[config.mk]
export PLATFORM = sky130hd
export DESIGN_NAME = gpt_top
export DESIGN_NICKNAME = d
export VERILOG_FILES = /design/src/include/gpt_pkg.sv /design/src/logic/gpt_step_gen.sv /design/src/logic/gpt_top.sv
export SDC_FILE = /design/constraint.sdc
export NUM_CORES = 1
export LEC_CHECK = 0
export BUFFER_PORTS_ARGS = -buffer_cell sky130_fd_sc_hd__buf_2
export CAP_MARGIN = 20
export CORE_MARGIN = 3
export CORE_UTILIZATION = 65
export CTS_BUF_LIST = sky130_fd_sc_hd__clkbuf_2
export DETAILED_ROUTE_END_ITERATION = 8
export PLACE_DENSITY = 0.87
export SYNTH_ARGS = -nofsm -noshare
export SYNTH_HDL_FRONTEND = slang
export SYNTH_SLANG_ARGS = --single-unit
export TNS_END_PERCENT = 10
[constraint.sdc]
create_clock -name clk_sys_i -period 14 [get_ports clk_sys_i]
set_clock_uncertainty 0.05 [all_clocks]
set_input_delay 0 -clock clk_sys_i [delete_from_list [all_inputs] [get_ports clk_sys_i]]
set_output_delay 0 -clock clk_sys_i [all_outputs]
set_load 0.02 [all_outputs]
[src/include/gpt_pkg.sv]
// Package with register map, field layout and timing counts of the timer block
package gpt_pkg;

  localparam logic [7:0] OFF_SA_CTRL = 8'h00;
  localparam logic [7:0] OFF_SA_COUNT = 8'h04;
  localparam logic [7:0] OFF_SA_PERIOD = 8'h08;
  localparam logic [7:0] OFF_PAIR_CTRL = 8'h0c;
  localparam logic [7:0] OFF_PAIR_UPPER_CTRL = 8'h10;
  localparam logic [7:0] OFF_PAIR_LOW_COUNT = 8'h14;
  localparam logic [7:0] OFF_PAIR_HIGH_COUNT = 8'h18;
  localparam logic [7:0] OFF_PAIR_LOW_PERIOD = 8'h1c;
  localparam logic [7:0] OFF_PAIR_HIGH_PERIOD = 8'h20;
  localparam logic [7:0] OFF_STATUS = 8'h24;

  localparam int BIT_TIMER_ON = 15;
  localparam int BIT_STOP_IN_IDLE = 13;
  localparam int BIT_GATED = 6;
  localparam int BIT_PRESCALE_LO = 4;
  localparam int BIT_JOIN_32BIT = 3;
  localparam int BIT_EXT_SYNC = 2;
  localparam int BIT_CLOCK_SOURCE = 1;

  localparam logic [15:0] MASK_SA_CTRL = 16'ha076;
  localparam logic [15:0] MASK_PAIR_CTRL = 16'ha07a;
  localparam logic [15:0] MASK_PAIR_UPPER_CTRL = 16'ha072;

  localparam logic [15:0] RST_CTRL = 16'h0000;
  localparam logic [15:0] RST_COUNT = 16'h0000;
  localparam logic [15:0] RST_PERIOD = 16'hffff;

  localparam int STAT_SA = 0;
  localparam int STAT_PAIR_LOW = 1;
  localparam int STAT_PAIR_HIGH = 2;

  localparam logic [7:0] PRE_LIMIT_1 = 8'h00;
  localparam logic [7:0] PRE_LIMIT_8 = 8'h07;
  localparam logic [7:0] PRE_LIMIT_64 = 8'h3f;
  localparam logic [7:0] PRE_LIMIT_256 = 8'hff;

  typedef struct packed {
    logic timer_on;
    logic stop_in_idle;
    logic gated_accumulation_enable;
    logic [1:0] prescale_select;
    logic join_32bit_select;
    logic external_clock_sync;
    logic clock_source_select;
  } gpt_ctrl_t;

  function automatic gpt_ctrl_t gpt_decode(input logic [15:0] r);
    gpt_ctrl_t c;
    c.timer_on = r[BIT_TIMER_ON];
    c.stop_in_idle = r[BIT_STOP_IN_IDLE];
    c.gated_accumulation_enable = r[BIT_GATED];
    c.prescale_select = r[BIT_PRESCALE_LO +: 2];
    c.join_32bit_select = r[BIT_JOIN_32BIT];
    c.external_clock_sync = r[BIT_EXT_SYNC];
    c.clock_source_select = r[BIT_CLOCK_SOURCE];
    return c;
  endfunction

endpackage

[src/logic/gpt_step_gen.sv]
// Count step generator: source select, gating, prescaler, idle and sleep
`timescale 1ns/1ns
module gpt_step_gen
  import gpt_pkg::*;
#(
  parameter bit ASYNC_OK = 1'b0
) (
  input wire logic clk_sys_i,
  input wire logic rst_i,
  input wire gpt_ctrl_t cfg_i,
  input wire logic pin_i,
  input wire logic idle_i,
  input wire logic sleep_i,
  output logic step_o,
  output logic gate_fall_o
);

  logic pin_d_reg;
  logic [7:0] pre_cnt_reg;
  logic [7:0] pre_limit;
  logic rise;
  logic fall;
  logic async_run;
  logic run;
  logic src_tick;

  assign rise = pin_i & ~pin_d_reg;
  assign fall = ~pin_i & pin_d_reg;
  // Unsynchronised external counting keeps going in sleep
  assign async_run = ASYNC_OK & cfg_i.clock_source_select &
                     ~cfg_i.external_clock_sync;
  assign run = cfg_i.timer_on & ~(idle_i & cfg_i.stop_in_idle) &
               ~(sleep_i & ~async_run);
  // External rising edges, or internal clock gated by the pin level
  assign src_tick = cfg_i.clock_source_select ? rise :
                    (cfg_i.gated_accumulation_enable ? pin_i : 1'b1);

  always_comb begin
    unique case (cfg_i.prescale_select)
      2'b00: pre_limit = PRE_LIMIT_1;
      2'b01: pre_limit = PRE_LIMIT_8;
      2'b10: pre_limit = PRE_LIMIT_64;
      2'b11: pre_limit = PRE_LIMIT_256;
    endcase
  end

  always_ff @(posedge clk_sys_i or posedge rst_i) begin
    if (rst_i) begin
      pin_d_reg <= 1'b0;
    end else begin
      pin_d_reg <= pin_i;
    end
  end

  // Prescaler divides the selected source
  always_ff @(posedge clk_sys_i or posedge rst_i) begin
    if (rst_i) begin
      pre_cnt_reg <= 8'h00;
      step_o <= 1'b0;
    end else begin
      step_o <= 1'b0;
      if (!cfg_i.timer_on) begin
        pre_cnt_reg <= 8'h00;
      end else if (run && src_tick) begin
        if (pre_cnt_reg >= pre_limit) begin
          pre_cnt_reg <= 8'h00;
          step_o <= 1'b1;
        end else begin
          pre_cnt_reg <= pre_cnt_reg + 8'h01;
        end
      end
    end
  end

  // Falling gate edge event while gated accumulation runs
  always_ff @(posedge clk_sys_i or posedge rst_i) begin
    if (rst_i) begin
      gate_fall_o <= 1'b0;
    end else begin
      gate_fall_o <= cfg_i.timer_on & ~cfg_i.clock_source_select &
                     cfg_i.gated_accumulation_enable & fall;
    end
  end

endmodule

[src/logic/gpt_top.sv]
// Timer block top: standalone timer, joinable timer pair and APB registers
//
// The register addresses and the APB interface to the registers were left to the implementer.
`timescale 1ns/1ns
module gpt_top
  import gpt_pkg::*;
(
  input wire logic clk_sys_i,
  input wire logic rst_i,
  input wire logic psel_i,
  input wire logic penable_i,
  input wire logic pwrite_i,
  input wire logic [7:0] paddr_i,
  input wire logic [31:0] pwdata_i,
  output logic [31:0] prdata_o,
  output logic pready_o,
  output logic pslverr_o,
  input wire logic standalone_ext_clock_pin_i,
  input wire logic pair_ext_clock_pin_i,
  input wire logic pair_upper_ext_clock_pin_i,
  input wire logic idle_i,
  input wire logic sleep_i,
  output logic standalone_irq_o,
  output logic pair_low_irq_o,
  output logic pair_high_irq_o,
  output logic adc_trigger_o,
  output logic [15:0] pair_low_count_o,
  output logic [15:0] pair_high_count_o
);

  logic [15:0] standalone_timer_control_reg;
  logic [15:0] pair_timer_control_reg;
  logic [15:0] pair_upper_control_reg;
  logic [15:0] standalone_count_reg;
  logic [15:0] standalone_period_reg;
  logic [15:0] pair_low_count_reg;
  logic [15:0] pair_high_count_reg;
  logic [15:0] pair_low_period_reg;
  logic [15:0] pair_high_period_reg;
  logic [2:0] status_reg;
  logic [2:0] status_next;
  logic [2:0] sync1_reg;
  logic [2:0] sync2_reg;
  logic [2:0] sync3_reg;
  logic [2:0] pin_filt_reg;
  logic [31:0] rdata_next;
  logic addr_ok;

  gpt_ctrl_t sa_cfg;
  gpt_ctrl_t lo_cfg;
  gpt_ctrl_t hi_cfg;
  logic joined;
  logic sa_step;
  logic lo_step;
  logic hi_step;
  logic sa_fall;
  logic lo_fall;
  logic hi_fall;
  logic wr_en;
  logic rd_phase;
  logic sa_match;
  logic lo_match;
  logic hi_match;
  logic match32;
  logic sa_set;
  logic lo_set;
  logic hi_set;
  logic [31:0] count32;

  assign sa_cfg = gpt_decode(standalone_timer_control_reg);
  assign lo_cfg = gpt_decode(pair_timer_control_reg);
  assign hi_cfg = gpt_decode(pair_upper_control_reg);
  assign joined = lo_cfg.join_32bit_select;

  // Pins pass three flops; a change counts once stages two and three agree
  always_ff @(posedge clk_sys_i or posedge rst_i) begin
    if (rst_i) begin
      sync1_reg <= 3'h0;
      sync2_reg <= 3'h0;
      sync3_reg <= 3'h0;
      pin_filt_reg <= 3'h0;
    end else begin
      sync1_reg <= {pair_upper_ext_clock_pin_i, pair_ext_clock_pin_i,
                    standalone_ext_clock_pin_i};
      sync2_reg <= sync1_reg;
      sync3_reg <= sync2_reg;
      for (int i = 0; i < 3; i++) begin
        if (sync2_reg[i] == sync3_reg[i]) begin
          pin_filt_reg[i] <= sync3_reg[i];
        end
      end
    end
  end

  // Standalone may count unsynchronised in sleep; pair timers stop in sleep
  gpt_step_gen #(
    .ASYNC_OK(1'b1)
  ) u_sa_step (
    .clk_sys_i(clk_sys_i),
    .rst_i(rst_i),
    .cfg_i(sa_cfg),
    .pin_i(pin_filt_reg[0]),
    .idle_i(idle_i),
    .sleep_i(sleep_i),
    .step_o(sa_step),
    .gate_fall_o(sa_fall)
  );

  gpt_step_gen #(
    .ASYNC_OK(1'b0)
  ) u_lo_step (
    .clk_sys_i(clk_sys_i),
    .rst_i(rst_i),
    .cfg_i(lo_cfg),
    .pin_i(pin_filt_reg[1]),
    .idle_i(idle_i),
    .sleep_i(sleep_i),
    .step_o(lo_step),
    .gate_fall_o(lo_fall)
  );

  gpt_step_gen #(
    .ASYNC_OK(1'b0)
  ) u_hi_step (
    .clk_sys_i(clk_sys_i),
    .rst_i(rst_i),
    .cfg_i(hi_cfg),
    .pin_i(pin_filt_reg[2]),
    .idle_i(idle_i),
    .sleep_i(sleep_i),
    .step_o(hi_step),
    .gate_fall_o(hi_fall)
  );

  assign count32 = {pair_high_count_reg, pair_low_count_reg};
  assign match32 = count32 == {pair_high_period_reg, pair_low_period_reg};
  assign sa_match = standalone_count_reg == standalone_period_reg;
  assign lo_match = pair_low_count_reg == pair_low_period_reg;
  assign hi_match = pair_high_count_reg == pair_high_period_reg;

  // Flag events; joined mode reports on the high flag only
  assign sa_set = (sa_step & sa_match) | sa_fall;
  assign lo_set = ~joined & ((lo_step & lo_match) | lo_fall);
  assign hi_set = joined ? ((lo_step & match32) | lo_fall) :
                  ((hi_step & hi_match) | hi_fall);

  // APB: one wait state, write takes effect when pready is high, read data is sampled in the wait state
  assign wr_en = psel_i & penable_i & pready_o & pwrite_i;
  assign rd_phase = psel_i & penable_i & ~pready_o;

  always_comb begin
    addr_ok = 1'b1;
    rdata_next = 32'h0000_0000;
    unique case (paddr_i)
      OFF_SA_CTRL: rdata_next[15:0] = standalone_timer_control_reg;
      OFF_SA_COUNT: rdata_next[15:0] = standalone_count_reg;
      OFF_SA_PERIOD: rdata_next[15:0] = standalone_period_reg;
      OFF_PAIR_CTRL: rdata_next[15:0] = pair_timer_control_reg;
      OFF_PAIR_UPPER_CTRL: rdata_next[15:0] = pair_upper_control_reg;
      OFF_PAIR_LOW_COUNT: rdata_next[15:0] = pair_low_count_reg;
      OFF_PAIR_HIGH_COUNT: rdata_next[15:0] = pair_high_count_reg;
      OFF_PAIR_LOW_PERIOD: rdata_next[15:0] = pair_low_period_reg;
      OFF_PAIR_HIGH_PERIOD: rdata_next[15:0] = pair_high_period_reg;
      OFF_STATUS: rdata_next[2:0] = status_reg;
      default: addr_ok = 1'b0;
    endcase
  end

  always_ff @(posedge clk_sys_i or posedge rst_i) begin
    if (rst_i) begin
      pready_o <= 1'b0;
      pslverr_o <= 1'b0;
      prdata_o <= 32'h0000_0000;
    end else begin
      pready_o <= rd_phase;
      pslverr_o <= rd_phase & ~addr_ok;
      if (rd_phase && !pwrite_i) begin
        prdata_o <= rdata_next;
      end
    end
  end

  // Control and period registers written by software
  always_ff @(posedge clk_sys_i or posedge rst_i) begin
    if (rst_i) begin
      standalone_timer_control_reg <= RST_CTRL;
      pair_timer_control_reg <= RST_CTRL;
      pair_upper_control_reg <= RST_CTRL;
      standalone_period_reg <= RST_PERIOD;
      pair_low_period_reg <= RST_PERIOD;
      pair_high_period_reg <= RST_PERIOD;
    end else if (wr_en) begin
      unique case (paddr_i)
        OFF_SA_CTRL:
          standalone_timer_control_reg <= pwdata_i[15:0] & MASK_SA_CTRL;
        OFF_PAIR_CTRL:
          pair_timer_control_reg <= pwdata_i[15:0] & MASK_PAIR_CTRL;
        OFF_PAIR_UPPER_CTRL:
          pair_upper_control_reg <= pwdata_i[15:0] & MASK_PAIR_UPPER_CTRL;
        OFF_SA_PERIOD: standalone_period_reg <= pwdata_i[15:0];
        OFF_PAIR_LOW_PERIOD: pair_low_period_reg <= pwdata_i[15:0];
        OFF_PAIR_HIGH_PERIOD: pair_high_period_reg <= pwdata_i[15:0];
        default: ;
      endcase
    end
  end

  // Standalone count; writes blocked while running on external clock
  always_ff @(posedge clk_sys_i or posedge rst_i) begin
    if (rst_i) begin
      standalone_count_reg <= RST_COUNT;
    end else if (wr_en && paddr_i == OFF_SA_COUNT &&
                 !(sa_cfg.timer_on && sa_cfg.clock_source_select)) begin
      standalone_count_reg <= pwdata_i[15:0];
    end else if (sa_step) begin
      standalone_count_reg <= sa_match ? 16'h0000 :
                              standalone_count_reg + 16'h0001;
    end
  end

  // Pair low word
  always_ff @(posedge clk_sys_i or posedge rst_i) begin
    if (rst_i) begin
      pair_low_count_reg <= RST_COUNT;
    end else if (wr_en && paddr_i == OFF_PAIR_LOW_COUNT) begin
      pair_low_count_reg <= pwdata_i[15:0];
    end else if (lo_step) begin
      if (joined ? match32 : lo_match) begin
        pair_low_count_reg <= 16'h0000;
      end else begin
        pair_low_count_reg <= pair_low_count_reg + 16'h0001;
      end
    end
  end

  // Pair high word: carries from the low word when joined
  always_ff @(posedge clk_sys_i or posedge rst_i) begin
    if (rst_i) begin
      pair_high_count_reg <= RST_COUNT;
    end else if (wr_en && paddr_i == OFF_PAIR_HIGH_COUNT) begin
      pair_high_count_reg <= pwdata_i[15:0];
    end else if (joined) begin
      if (lo_step && match32) begin
        pair_high_count_reg <= 16'h0000;
      end else if (lo_step && pair_low_count_reg == 16'hffff) begin
        pair_high_count_reg <= pair_high_count_reg + 16'h0001;
      end
    end else if (hi_step) begin
      pair_high_count_reg <= hi_match ? 16'h0000 :
                             pair_high_count_reg + 16'h0001;
    end
  end

  // Sticky flags, cleared by writing one; a new event wins over the clear
  always_comb begin
    status_next = status_reg;
    if (wr_en && paddr_i == OFF_STATUS) begin
      status_next = status_reg & ~pwdata_i[2:0];
    end
    status_next[STAT_SA] = status_next[STAT_SA] | sa_set;
    status_next[STAT_PAIR_LOW] = status_next[STAT_PAIR_LOW] | lo_set;
    status_next[STAT_PAIR_HIGH] = status_next[STAT_PAIR_HIGH] | hi_set;
  end

  always_ff @(posedge clk_sys_i or posedge rst_i) begin
    if (rst_i) begin
      status_reg <= 3'h0;
    end else begin
      status_reg <= status_next;
    end
  end

  // Event pulses and time base outputs
  always_ff @(posedge clk_sys_i or posedge rst_i) begin
    if (rst_i) begin
      standalone_irq_o <= 1'b0;
      pair_low_irq_o <= 1'b0;
      pair_high_irq_o <= 1'b0;
      adc_trigger_o <= 1'b0;
      pair_low_count_o <= RST_COUNT;
      pair_high_count_o <= RST_COUNT;
    end else begin
      standalone_irq_o <= sa_set;
      pair_low_irq_o <= lo_set;
      pair_high_irq_o <= hi_set;
      adc_trigger_o <= joined & lo_step & match32;
      pair_low_count_o <= pair_low_count_reg;
      pair_high_count_o <= pair_high_count_reg;
    end
  end

endmodule

==> qor.txt <==
outcome - completed
Net Sw Frac - 28.8%
Avg WL per Cell - 22.0 microns
TritonCTS clock tree - done
GRT overflow - 0
HPWL after DPL - 21900 microns
sequential power share - 55.1%
Ports - 120
largest net degree at the start of global routing - 155
row count - 48
Hold Path Class - in2reg
synth cell count leaders - dfrtp_1, nand2_1, mux2_2
gpl congestion - 0.978
Slew Viols, Final - 0
die area - 19500 sq um
EDFF count, synth - 0
Post-synth ARST share - 100%
Worst Hold Launch - pwdata_i[9]
DR vias/cell - 6.46
layout cells sized above 1 - 27.1%
Layout area overhead - 14.5%
Hold Path End - standalone_count_reg[9]
min Tclk post-route - 3.98 ns
antenna violations before repair - 1
Leakage Power - 5.79 nW
relative slew slack - 38.4%
final net count - 1330
Post-route DRC - 0
Yosys top cell by area - dfrtp_1
remaining antenna violation count - 0
synth top area cells - dfrtp_1, dfstp_2, mux2_2, nand2_1, xnor2_1
cell-internal power - 0.859 mW
worst-margin pin slew - 0.921 ns
setup TNS - 0 ns
final hold vios - 0
total power - 1.21 mW
worst r2r path cells - 8
vias in the first global route - 9738
clk_lat worst skew - 0.82 ns
R2R Setup Slk - 10.02 ns
pwr/cell area - 91.0 nW/um^2
clock share of power - 35.1%
RSZ-0062 raised after global routing - no
clk slew on worst S/H paths - 0.10 ns
total number of vias - 9853
Comb power frac - 9.8%
Sinks on Clock Net - 218
reg2reg start - pready_o
share of the synthesized area in the top cell type - 36.7%
Layout fillers - 1178
total track usage - 34.5%
switching power - 0.347 mW
Die Height - 139 microns
Ys Warns - 0
Initial Util - 66.7%
ys flop type - dfrtp_1
final non-filler cell area - 13300 sq um
Crit Path Class - reg2reg
WHS Path Cells - 3
Crit. End Element - register
Max clock buf depth - 3
top-count cell post-synth - dfrtp_1
Setup Fix Bufs, Post-CTS - 0
Worst setup SP type - register
core box area - 17400 sq um
total of max-cap violations - 0
Root Driver - clkbuf_2
Synth Area per Inst - 10.6 sq um
DIE WIDTH - 139 microns
first-pass GRT wire length - 53300 microns
sequential share of the synthesized area - 47.6%
final setup vio count - 0
Placed Area - 12000 sq um
number of port buffers - 87
placed insts - 1350
final worst path period share - 28.5%
R2R Path End - pair_low_count_reg[10]
Initial DRT Pass Iterations - 8
Cell variety after synth - 77
Post-Layout Cell Count - 1525
CP required - 14.70 ns
Starting DRT DRC Count - 1084
Critical Path AT - 4.69 ns
flip-flop and latch count after synthesis - 218
Cells after Synth - 1089
Max VDD drop - 0.0000625 V
Max Fclk - 251 MHz
H-Tree Level Count - 2
CTS Buf Count - 55
wirelength, routed - 33500 microns
Critical Path Fanout Max - 21
Post-Synthesis Cell Area - 11600 sq um
kinds of logic (layout without fill, tap and decap cells):
logic type      Yosys count  after routing  share of synthesized area [%]
simple gates            346            346                           15.5
buf+inv                  87            282                           3.93
flops                   218            218                           47.6
mux                      95             95                           9.66
compound gates          240            240                           14.7
other cells               1             17                         0.0324
xor+xnor                 75             75                           5.67
fa+ha+maj                27             27                           2.85
what timing repair did:
action                    in CTS  in global routing
gates resized for setup        0                  0
hold endpoints to repair     320                  0
hold buffers                  73                  0
area by class of cell:
cell class              count  area, sq um  share of cell area, %
repair buffers            166         1230                   9.29
inverters                  16         67.6                  0.510
multi-input cells         799         5670                   42.8
well taps                 225          282                   2.12
clock buffers              90          450                   3.40
flip-flops and latches    218         5520                   41.6
diodes                      1         2.50                 0.0189
clock inverters            10         40.0                  0.302
power by group through the flow:
stage,Combinational [mW],Clock (mW),Sequential [mW]
floorplan,0.0704,0,0.672
global placement,0.0980,0,0.675
detailed placement,0.101,0,0.676
CTS,0.114,0.431,0.664
global route,0.129,0.468,0.667
finish,0.118,0.423,0.665
worst max-delay path by stage:
stage | from | to | slack, ns | cells after the start
after global placement | pair_high_count_reg[2] | pair_high_count_reg[13] | 11.10 | 6
after global routing | pready_o | pair_low_count_reg[8] | 9.87 | 8
after detailed placement | pair_high_count_reg[2] | pair_high_count_reg[10] | 11.01 | 6
final | pready_o | pair_low_count_reg[10] | 10.02 | 8
after CTS | pready_o | pair_low_count_reg[8] | 10.18 | 8
after floorplan | rst_i | adc_trigger_o | 8.07 | 1
routing by layer:
metal / wire (microns) / global-route usage (%)
met2: 15500 / 53.6
met3: 3540 / 7.94
met4: 1590 / 15.1
met1: 12900 / 46.9
met5: 0 / 0
metrics by stage:
step / hold slack [ns] / setup WS (ns) / utilization, %
after floorplan: -0.0186 / 8.07 / -
after global placement: 0.0591 / 11.10 / 69.2
after detailed placement: 0.0597 / 11.01 / 69.2
after CTS: 0.00432 / 10.18 / 76.2
after global routing: 0.0272 / 9.87 / 76.4
final: 0.0687 / 10.02 / 76.4
cell usage in the layout (no fill, tap or decap), types with 15 or more instances in the layout:
master | synthesis | layout
nor2b_1 | 20 | 20
nand4_1 | 29 | 29
ha_1 | 24 | 24
nor2_1 | 57 | 56
xor2_1 | 36 | 36
a21oi_1 | 28 | 28
o31ai_1 | 20 | 20
conb_1 | 1 | 16
buf_2 | 23 | 87
mux2_2 | 84 | 84
nand2_1 | 112 | 112
xnor2_1 | 39 | 39
a21o_1 | 18 | 18
dfstp_2 | 48 | 48
a22o_1 | 16 | 16
inv_1 | 16 | 15
o21ai_0 | 61 | 61
dfrtp_1 | 170 | 170
nand3_1 | 27 | 27
clkbuf_2 | 2 | 90
a22oi_1 | 20 | 20
and3_1 | 17 | 17
dlygate4sd3_1 | 0 | 73
worst max-delay path: stages, from the launching register on:
cell,delay [ns]
dfrtp_1,0.41
and4_1,0.34
nand3_1,0.11
dlygate4sd3_1,0.60
nor2_2,0.45
dlygate4sd3_1,1.12
nand2_1,0.13
o31ai_1,0.12
dlygate4sd3_1,0.62
Power figures use the tool's default switching activity.
